`config.mk`:
```
export PLATFORM = sky130hd
export DESIGN_NAME = sfsb_bank
export DESIGN_NICKNAME = d
export VERILOG_FILES = /design/src/shared/sfsb_pkg.sv /design/src/hdl/sfsb_bank.sv
export SDC_FILE = /design/constraint.sdc
export NUM_CORES = 1
export LEC_CHECK = 0
export BUFFER_PORTS_ARGS = -buffer_cell sky130_fd_sc_hd__buf_4
export CORE_MARGIN = 4
export CORE_UTILIZATION = 35
export CTS_BUF_LIST = sky130_fd_sc_hd__clkbuf_4 sky130_fd_sc_hd__clkbuf_8
export DETAILED_ROUTE_END_ITERATION = 8
export PLACE_DENSITY = 0.89
export SYNTH_ARGS = -nofsm -noshare
export SYNTH_HDL_FRONTEND = slang
export SYNTH_SLANG_ARGS = --single-unit
```
`constraint.sdc`:
```
create_clock -name CLK -period 0.8 [get_ports CLK]
set_input_delay 0.04 -clock CLK [delete_from_list [all_inputs] [get_ports CLK]]
set_output_delay 0.04 -clock CLK [all_outputs]
set_load 0.01 [all_outputs]
```
`src/shared/sfsb_pkg.sv`:
```
package sfsb_pkg;

  // Status word layout
  localparam int STATUS_W = 16;
  localparam logic [15:0] STATUS_RESET = 16'h0000;

  // Protection status bit positions
  localparam int PROT_SATLOSS_BIT = 0;
  localparam int PROT_OVERCUR_BIT = 1;
  localparam int PROT_SHORT_BIT = 2;
  localparam int PROT_REGLIM_BIT = 3;
  localparam int PROT_RSVD_BIT = 4;
  localparam int PROT_OVERTEMP_BIT = 5;

  // Integrity status bit positions
  localparam int INTG_TRIM_BIT = 5;
  localparam int INTG_CFG_BIT = 6;
  localparam int INTG_CLK_BIT = 7;
  localparam int INTG_BIST_BIT = 8;
  localparam int INTG_WARN_OUT_BIT = 9;
  localparam int INTG_ALARM_OUT_BIT = 10;
  localparam int INTG_TSD_BIT = 12;
  localparam int INTG_TWN_BIT = 13;
  localparam int INTG_VCE_BIT = 14;

  // Number of switch temperature and current inputs
  localparam int NUM_AIN = 3;

  // Register select codes on the host read port
  localparam logic [0:0] SEL_PROTECTION = 1'h0;
  localparam logic [0:0] SEL_INTEGRITY = 1'h1;

  // Comparator and monitor results feeding the bank
  typedef struct packed {
    logic [NUM_AIN-1:0] temp_en;
    logic [NUM_AIN-1:0] temp_over;
    logic [NUM_AIN-1:0] cur_en;
    logic [NUM_AIN-1:0] cur_short;
    logic [NUM_AIN-1:0] cur_over;
    logic reg_limit;
    logic desat_over;
  } sfsb_prot_in_type;

  typedef struct packed {
    logic collector_emitter_sense_state;
    logic drv_temp_warn;
    logic drv_temp_shut;
    logic alarm_out;
    logic warn_out;
    logic bist_fail;
    logic clk_fail;
    logic cfg_crc_fail;
    logic trim_crc_fail;
  } sfsb_intg_in_type;

endpackage

```
`src/hdl/sfsb_bank.sv`:
```
`timescale 1ns/1ps
module sfsb_bank (
  input wire logic CLK, // 100 MHz clock
  input wire logic SYS_RST, // Async reset, active high
  input wire sfsb_pkg::sfsb_prot_in_type PROT_IN, // Protection comparator results
  input wire sfsb_pkg::sfsb_intg_in_type INTG_IN, // Integrity monitor results
  input wire logic RD_EN, // Host read strobe, one cycle
  input wire logic WR_EN, // Host write strobe, ignored
  input wire logic [0:0] RD_SEL, // Register select
  input wire logic [15:0] WR_DATA, // Host write data, ignored
  output logic [15:0] RD_DATA, // Read data, registered
  output logic [15:0] PROT_STATUS, // Protection word, registered
  output logic [15:0] INTG_STATUS // Integrity word, registered
);

  logic [15:0] prot_q;
  logic [15:0] prot_d;
  logic [15:0] intg_q;
  logic [15:0] intg_d;
  logic [15:0] rd_data_q;
  logic twn_q;
  logic twn_armed_q;
  logic twn_rd;

  // Read of the word holding the warning flag
  assign twn_rd = RD_EN && (RD_SEL == sfsb_pkg::SEL_INTEGRITY);

  always_comb begin
    prot_d = sfsb_pkg::STATUS_RESET;
    prot_d[sfsb_pkg::PROT_OVERTEMP_BIT] = |(PROT_IN.temp_en & PROT_IN.temp_over);
    prot_d[sfsb_pkg::PROT_REGLIM_BIT] = PROT_IN.reg_limit;
    prot_d[sfsb_pkg::PROT_SHORT_BIT] = |(PROT_IN.cur_en & PROT_IN.cur_short);
    prot_d[sfsb_pkg::PROT_OVERCUR_BIT] = |(PROT_IN.cur_en & PROT_IN.cur_over);
    prot_d[sfsb_pkg::PROT_SATLOSS_BIT] = PROT_IN.desat_over;
  end

  always_comb begin
    intg_d = sfsb_pkg::STATUS_RESET;
    intg_d[sfsb_pkg::INTG_VCE_BIT] = INTG_IN.collector_emitter_sense_state;
    intg_d[sfsb_pkg::INTG_TWN_BIT] = twn_q;
    intg_d[sfsb_pkg::INTG_TSD_BIT] = INTG_IN.drv_temp_shut;
    intg_d[sfsb_pkg::INTG_ALARM_OUT_BIT] = INTG_IN.alarm_out;
    intg_d[sfsb_pkg::INTG_WARN_OUT_BIT] = INTG_IN.warn_out;
    intg_d[sfsb_pkg::INTG_BIST_BIT] = INTG_IN.bist_fail;
    intg_d[sfsb_pkg::INTG_CLK_BIT] = INTG_IN.clk_fail;
    intg_d[sfsb_pkg::INTG_CFG_BIT] = INTG_IN.cfg_crc_fail;
    intg_d[sfsb_pkg::INTG_TRIM_BIT] = INTG_IN.trim_crc_fail;
  end

  // Status words follow the monitors and the read-cleared warning latch; host writes have no path here
  always_ff @(posedge CLK or posedge SYS_RST) begin
    if (SYS_RST) begin
      prot_q <= sfsb_pkg::STATUS_RESET;
      intg_q <= sfsb_pkg::STATUS_RESET;
    end else begin
      prot_q <= prot_d;
      intg_q <= intg_d;
    end
  end

  // Warning latch: set wins; clear needs cool-down then a later read
  always_ff @(posedge CLK or posedge SYS_RST) begin
    if (SYS_RST) begin
      twn_q <= 1'b0;
      twn_armed_q <= 1'b0;
    end else if (INTG_IN.drv_temp_warn) begin
      twn_q <= 1'b1;
      twn_armed_q <= 1'b0;
    end else if (twn_q && twn_armed_q && twn_rd) begin
      twn_q <= 1'b0;
      twn_armed_q <= 1'b0;
    end else if (twn_q) begin
      twn_armed_q <= 1'b1;
    end
  end

  always_ff @(posedge CLK or posedge SYS_RST) begin
    if (SYS_RST) begin
      rd_data_q <= sfsb_pkg::STATUS_RESET;
    end else if (RD_EN) begin
      rd_data_q <= (RD_SEL == sfsb_pkg::SEL_INTEGRITY) ? intg_q : prot_q;
    end
  end

  assign RD_DATA = rd_data_q;
  assign PROT_STATUS = prot_q;
  assign INTG_STATUS = intg_q;

  chk_prot_reserved_zero: assert property (@(posedge CLK) disable iff (SYS_RST)
    prot_q[15:6] == 10'h000 && !prot_q[sfsb_pkg::PROT_RSVD_BIT])
    else $error("Reserved protection bits not zero");

  chk_intg_reserved_zero: assert property (@(posedge CLK) disable iff (SYS_RST)
    intg_q[15] == 1'b0 && intg_q[11] == 1'b0 && intg_q[4:0] == 5'h00)
    else $error("Reserved integrity bits not zero");

  chk_overtemp_follows: assert property (@(posedge CLK) disable iff (SYS_RST)
    |(PROT_IN.temp_en & PROT_IN.temp_over) |=> prot_q[sfsb_pkg::PROT_OVERTEMP_BIT])
    else $error("Overtemperature flag missed");

  chk_reglim_follows: assert property (@(posedge CLK) disable iff (SYS_RST)
    1'b1 |=> prot_q[sfsb_pkg::PROT_REGLIM_BIT] == $past(PROT_IN.reg_limit))
    else $error("Regulator limit flag wrong");

  chk_short_follows: assert property (@(posedge CLK) disable iff (SYS_RST)
    1'b1 |=> prot_q[sfsb_pkg::PROT_SHORT_BIT] == |($past(PROT_IN.cur_en) & $past(PROT_IN.cur_short)))
    else $error("Short circuit flag wrong");

  chk_overcur_follows: assert property (@(posedge CLK) disable iff (SYS_RST)
    1'b1 |=> prot_q[sfsb_pkg::PROT_OVERCUR_BIT] == |($past(PROT_IN.cur_en) & $past(PROT_IN.cur_over)))
    else $error("Overcurrent flag wrong");

  chk_desat_follows: assert property (@(posedge CLK) disable iff (SYS_RST)
    1'b1 |=> prot_q[sfsb_pkg::PROT_SATLOSS_BIT] == $past(PROT_IN.desat_over))
    else $error("Saturation loss flag wrong");

  chk_twn_hold: assert property (@(posedge CLK) disable iff (SYS_RST)
    twn_q && !twn_rd |=> twn_q)
    else $error("Thermal warning cleared without read");

  chk_twn_set: assert property (@(posedge CLK) disable iff (SYS_RST)
    INTG_IN.drv_temp_warn |=> twn_q ##1 intg_q[sfsb_pkg::INTG_TWN_BIT])
    else $error("Thermal warning not raised");

  chk_write_ignored: assert property (@(posedge CLK) disable iff (SYS_RST)
    WR_EN && !INTG_IN.drv_temp_warn && !twn_q |=> !twn_q)
    else $error("Write disturbed status");

  chk_overtemp_quiet: assert property (@(posedge CLK) disable iff (SYS_RST)
    !(|(PROT_IN.temp_en & PROT_IN.temp_over)) |=> !prot_q[sfsb_pkg::PROT_OVERTEMP_BIT])
    else $error("Overtemperature flag without cause");

  chk_disabled_temp: assert property (@(posedge CLK) disable iff (SYS_RST)
    !(|PROT_IN.temp_en) |=> !prot_q[sfsb_pkg::PROT_OVERTEMP_BIT])
    else $error("Disabled temperature input raised flag");

  chk_disabled_cur: assert property (@(posedge CLK) disable iff (SYS_RST)
    !(|PROT_IN.cur_en) |=> !prot_q[sfsb_pkg::PROT_SHORT_BIT] && !prot_q[sfsb_pkg::PROT_OVERCUR_BIT])
    else $error("Disabled current input raised flag");

  // Per-channel detection checks
  for (genvar g = 0; g < sfsb_pkg::NUM_AIN; g++) begin : gen_ain_chk
    chk_ain_overtemp: assert property (@(posedge CLK) disable iff (SYS_RST)
      PROT_IN.temp_en[g] && PROT_IN.temp_over[g] |=> prot_q[sfsb_pkg::PROT_OVERTEMP_BIT])
      else $error("Channel overtemperature missed");

    chk_ain_short: assert property (@(posedge CLK) disable iff (SYS_RST)
      PROT_IN.cur_en[g] && PROT_IN.cur_short[g] |=> prot_q[sfsb_pkg::PROT_SHORT_BIT])
      else $error("Channel short circuit missed");

    chk_ain_overcur: assert property (@(posedge CLK) disable iff (SYS_RST)
      PROT_IN.cur_en[g] && PROT_IN.cur_over[g] |=> prot_q[sfsb_pkg::PROT_OVERCUR_BIT])
      else $error("Channel overcurrent missed");
  end

  // Live integrity flags, one cycle behind the monitors
  chk_sense_follows: assert property (@(posedge CLK) disable iff (SYS_RST)
    1'b1 |=> intg_q[sfsb_pkg::INTG_VCE_BIT] == $past(INTG_IN.collector_emitter_sense_state))
    else $error("Sense state flag wrong");

  chk_shutdown_follows: assert property (@(posedge CLK) disable iff (SYS_RST)
    1'b1 |=> intg_q[sfsb_pkg::INTG_TSD_BIT] == $past(INTG_IN.drv_temp_shut))
    else $error("Thermal shutdown flag wrong");

  chk_mirror_follows: assert property (@(posedge CLK) disable iff (SYS_RST)
    1'b1 |=> intg_q[sfsb_pkg::INTG_ALARM_OUT_BIT] == $past(INTG_IN.alarm_out) &&
      intg_q[sfsb_pkg::INTG_WARN_OUT_BIT] == $past(INTG_IN.warn_out))
    else $error("Fault output mirror wrong");

  chk_selftest_follows: assert property (@(posedge CLK) disable iff (SYS_RST)
    1'b1 |=> intg_q[sfsb_pkg::INTG_BIST_BIT] == $past(INTG_IN.bist_fail))
    else $error("Self test flag wrong");

  chk_monitor_follows: assert property (@(posedge CLK) disable iff (SYS_RST)
    1'b1 |=> intg_q[sfsb_pkg::INTG_CLK_BIT] == $past(INTG_IN.clk_fail) &&
      intg_q[sfsb_pkg::INTG_CFG_BIT] == $past(INTG_IN.cfg_crc_fail) &&
      intg_q[sfsb_pkg::INTG_TRIM_BIT] == $past(INTG_IN.trim_crc_fail))
    else $error("Clock or checksum flag wrong");

  // Warning latch sequencing
  chk_twn_clear: assert property (@(posedge CLK) disable iff (SYS_RST)
    twn_q && twn_armed_q && twn_rd && !INTG_IN.drv_temp_warn |=> !twn_q)
    else $error("Thermal warning not cleared by read");

  chk_twn_no_early: assert property (@(posedge CLK) disable iff (SYS_RST)
    twn_q && !twn_armed_q |=> twn_q)
    else $error("Thermal warning cleared too early");

  chk_twn_word: assert property (@(posedge CLK) disable iff (SYS_RST)
    1'b1 |=> intg_q[sfsb_pkg::INTG_TWN_BIT] == $past(twn_q))
    else $error("Thermal warning bit does not follow latch");

  chk_twn_cause: assert property (@(posedge CLK) disable iff (SYS_RST)
    !twn_q && !INTG_IN.drv_temp_warn |=> !twn_q)
    else $error("Thermal warning set without cause");

  // Read port: one word per strobe, held between strobes
  chk_read_prot: assert property (@(posedge CLK) disable iff (SYS_RST)
    RD_EN && RD_SEL == sfsb_pkg::SEL_PROTECTION |=> RD_DATA == $past(prot_q))
    else $error("Protection read data wrong");

  chk_read_intg: assert property (@(posedge CLK) disable iff (SYS_RST)
    RD_EN && RD_SEL == sfsb_pkg::SEL_INTEGRITY |=> RD_DATA == $past(intg_q))
    else $error("Integrity read data wrong");

  chk_read_reserved: assert property (@(posedge CLK) disable iff (SYS_RST)
    RD_EN |=> RD_DATA[15] == 1'b0 && RD_DATA[11] == 1'b0 && RD_DATA[sfsb_pkg::PROT_RSVD_BIT] == 1'b0)
    else $error("Reserved read bits not zero");

  chk_read_hold: assert property (@(posedge CLK) disable iff (SYS_RST)
    !RD_EN |=> $stable(RD_DATA))
    else $error("Read data changed without strobe");

  chk_write_no_read: assert property (@(posedge CLK) disable iff (SYS_RST)
    WR_EN && !RD_EN |=> $stable(RD_DATA))
    else $error("Write changed read data");

endmodule

```
==> flow_summary.yaml <==
finish:
  syn2layout_area_growth_pct: 77.0
  antennaDiodeCount: 0
  nNetsFinal: 221
  layout-drive-gt1-share_pct: 45.7
  fill_cells: 248
global_route:
  grt_antenna_before_repair: 0
  grt_pass1_wl_mm: 4.60
  grt_pass1_vias: 987
  grt_max_degree: 30
  grt_usage_pct: 14.8
  overflow: 0
power_and_ir_drop:
  power_density_nw_per_um2: 1830
  fin_total_pwr_mw: 3.64
  p_leak_nw: 1.03
  ir_drop_mv: 0.656
floorplanning:
  core.rowCount: 20
  dieArea_um2: 4180
  die_w_um: 64.6
  num_io_pins: 95
  die_h_um: 64.6
  core_area_um2: 3050
  start_util_pct: 36.8
hold_path:
  hold_depth: 3
  min_path_type: "primary input to flip-flop"
synthesis:
  synth_cells: 82
  yosys_warnings: 0
  syn-cell-area_um2: 1120
  synth_seq_area_share_pct: 64.7
  ys_ff_latch: 29
  syn_avg_cell_area_um2: 13.7
  synthTopCellsByArea: "dfrtp_1, buf_4, a22o_1"
  synth_cell_types: 17
  synth_top_cell_by_area: "dfrtp_1"
  synth_top_area_share_pct: 64.7
drt:
  dr_total_vias: 918
  routed_wirelength_mm: 2.88
  drc_errors: 0
  detail_route.vias_per_cell: 4.19
  first_pass_iters: 4
  final_antenna_net_count: 0
  post_drt_wl_per_cell_um: 13.2
  dr.first_iter.drc_count: 46
worst_setup_path:
  crit_path_cell_trace: "buf_6"
  critPathRequiredTime_ns: 0.76
  path_buf_inv: 1
  worstRegToRegCells: 3
  startpoint_type: "flip-flop"
  cp_slowest_cell: "dfrtp_1"
  critPathMaxFanout: 2
  worst-path-stages: 1
  critPathArrivalTime_ns: 0.87
  worstSetupPathType: "flip-flop to primary output"
  end_kind: "primary output"
  slowest_delay_ns: 0.41
  path_delay_family: "flip-flops"
cts:
  clk_latency_ns: 0.33
  clockBufferDepth: 2
  root_buffer: "clkbuf_4"
  clk_pin_slew_worst_paths_ns: 0.09
  cts_tree: "done"
  numCtsBuffers: 5
  cts_max_level: 2
  cts_hold_buf: 17
  cts.sinks: 29
sta:
  final.setup.tns_ns: -3.00
  fin_hold_ws_ns: -0.0672
  finalHoldViolations: 3
  finalClockSkew_ns: 0.00674
  setup_slack_ns: -0.112
  fmax_mhz: 1100
  maxSlewViolCount: 0
  rsz0062_at_grt: "true"
  period_minus_slack_ns: 0.912
  fin_crit_sh_pct: 114
  setup_viol: 36
placed_design:
  dp_hpwl_mm: 1.96
  io_buffers: 56
  place_congestion: 0.638
outcome:
  status: "finished with violations"
  violations: "hold timing, setup timing"
job:
  maxCapViolCount: 0
-- layout by cell type (no fill, tap or decap), types with 2 or more instances in the layout --
| cell type | instances |
|---|---|
| buf_4 | 42 |
| dlymetal6s4s_1 | 2 |
| inv_1 | 4 |
| clkbuf_4 | 5 |
| dfrtp_1 | 29 |
| dlygate4sd3_1 | 15 |
| a22o_1 | 12 |
| a222oi_1 | 3 |
| buf_6 | 28 |
| conb_1 | 21 |
-- power by group --
part | total, mW | internal (mW) | leakage, nW | switching, mW
clock network | 1.26 | 0.742 | 0.0445 | 0.522
logic | 0.728 | 0.455 | 0.640 | 0.273
registers | 1.65 | 1.57 | 0.347 | 0.0812
-- registers in the layout, indices dropped and copies added, names as in the netlist --
signal,cells
twn_armed_q,1
INTG_STATUS,9
PROT_STATUS,5
twn_q,1
RD_DATA,13
-- kinds of logic after synthesis --
group / synth area share, %
flops: 64.7
buf+inv: 17.7
compound gates: 14.4
simple gates: 2.01
mux: 0.892
other cells: 0.334
-- path summary, 6_finish.rpt --
| kind | from | to | slack [ns] |
|---|---|---|---|
| min in group asynchronous | SYS_RST | RD_DATA[10]$_DFFE_PP0P_ | 0.30 |
| setup / recovery | RD_DATA[2]$_DFFE_PP0P_ | RD_DATA[2] | -0.11 |
| max in group asynchronous | SYS_RST | INTG_STATUS[10]$_DFF_PP0_ | 0.35 |
| hold reg to reg | twn_q$_DFFE_PP0P_ | INTG_STATUS[13]$_DFF_PP0_ | 0.45 |
| setup reg to reg | INTG_STATUS[5]$_DFF_PP0_ | RD_DATA[5]$_DFFE_PP0P_ | -0.07 |
| hold / removal | PROT_IN[10] | PROT_STATUS[1]$_DFF_PP0_ | -0.07 |
-- metrics by stage --
step           hold slack [ns]  setup slack (ns)  instance area [µm²]  std cells  util [%]
6_report               -0.0672            -0.112                 1990        219      65.1
5_1_grt                -0.0846            -0.152                 1990        219      65.1
4_1_cts                -0.0826            -0.126                 1950        215      63.8
3_5_place_dp            0.0955            0.0202                 1510        180      49.5
3_3_place_gp            0.0874            0.0445                 1510        180      49.5
2_1_floorplan           0.0714            0.0635                 1200        102         -
-- worst reg2reg max path: stages, from the launching register on --
cell     delay, ns
dfrtp_1       0.40
buf_4         0.14
mux2i_1       0.12
a21oi_1       0.09
-- synthesized netlist by cell type --
| library cell | count |
|---|---|
| a21o_1 | 1 |
| a21oi_1 | 1 |
| a222oi_1 | 3 |
| a22o_1 | 12 |
| a31oi_1 | 1 |
| and2_1 | 1 |
| and2b_1 | 1 |
| buf_4 | 21 |
| buf_6 | 2 |
| conb_1 | 1 |
| dfrtp_1 | 29 |
| inv_1 | 4 |
| inv_2 | 1 |
| mux2i_1 | 1 |
| nand3_1 | 1 |
| nor2_1 | 1 |
| o21bai_1 | 1 |
-- metal layers --
metal / global-route usage [%] / vias to the layer above / routed length (µm)
li1: - / 424 / -
met1: 14.0 / 441 / 920
met2: 28.7 / 49 / 1630
met3: 6.07 / 4 / 305
met4: 3.96 / 0 / 24
met5: 0 / - / 0
-- final cells by class --
type                            count  area (µm²)  area share [%]
Sequential cell                    29         726            36.5
Inverter                            5        18.8           0.945
Clock buffer                        6        51.3            2.58
Tap cell                           44        55.1            2.77
Multi-Input combinational cell     45         273            13.7
Clock inverter                      2        37.5            1.89
Timing Repair Buffer               88         826            41.6
-- what timing repair did --
action | in CTS | in global routing
hold endpoints to repair | 45 | 3
endpoints found under the setup margin | 27 | 35
buffers inserted | 10 | 4
resized for setup | 27 | 3
pin swaps | 6 | 3
No activity file was read; power rests on OpenSTA's default activity.
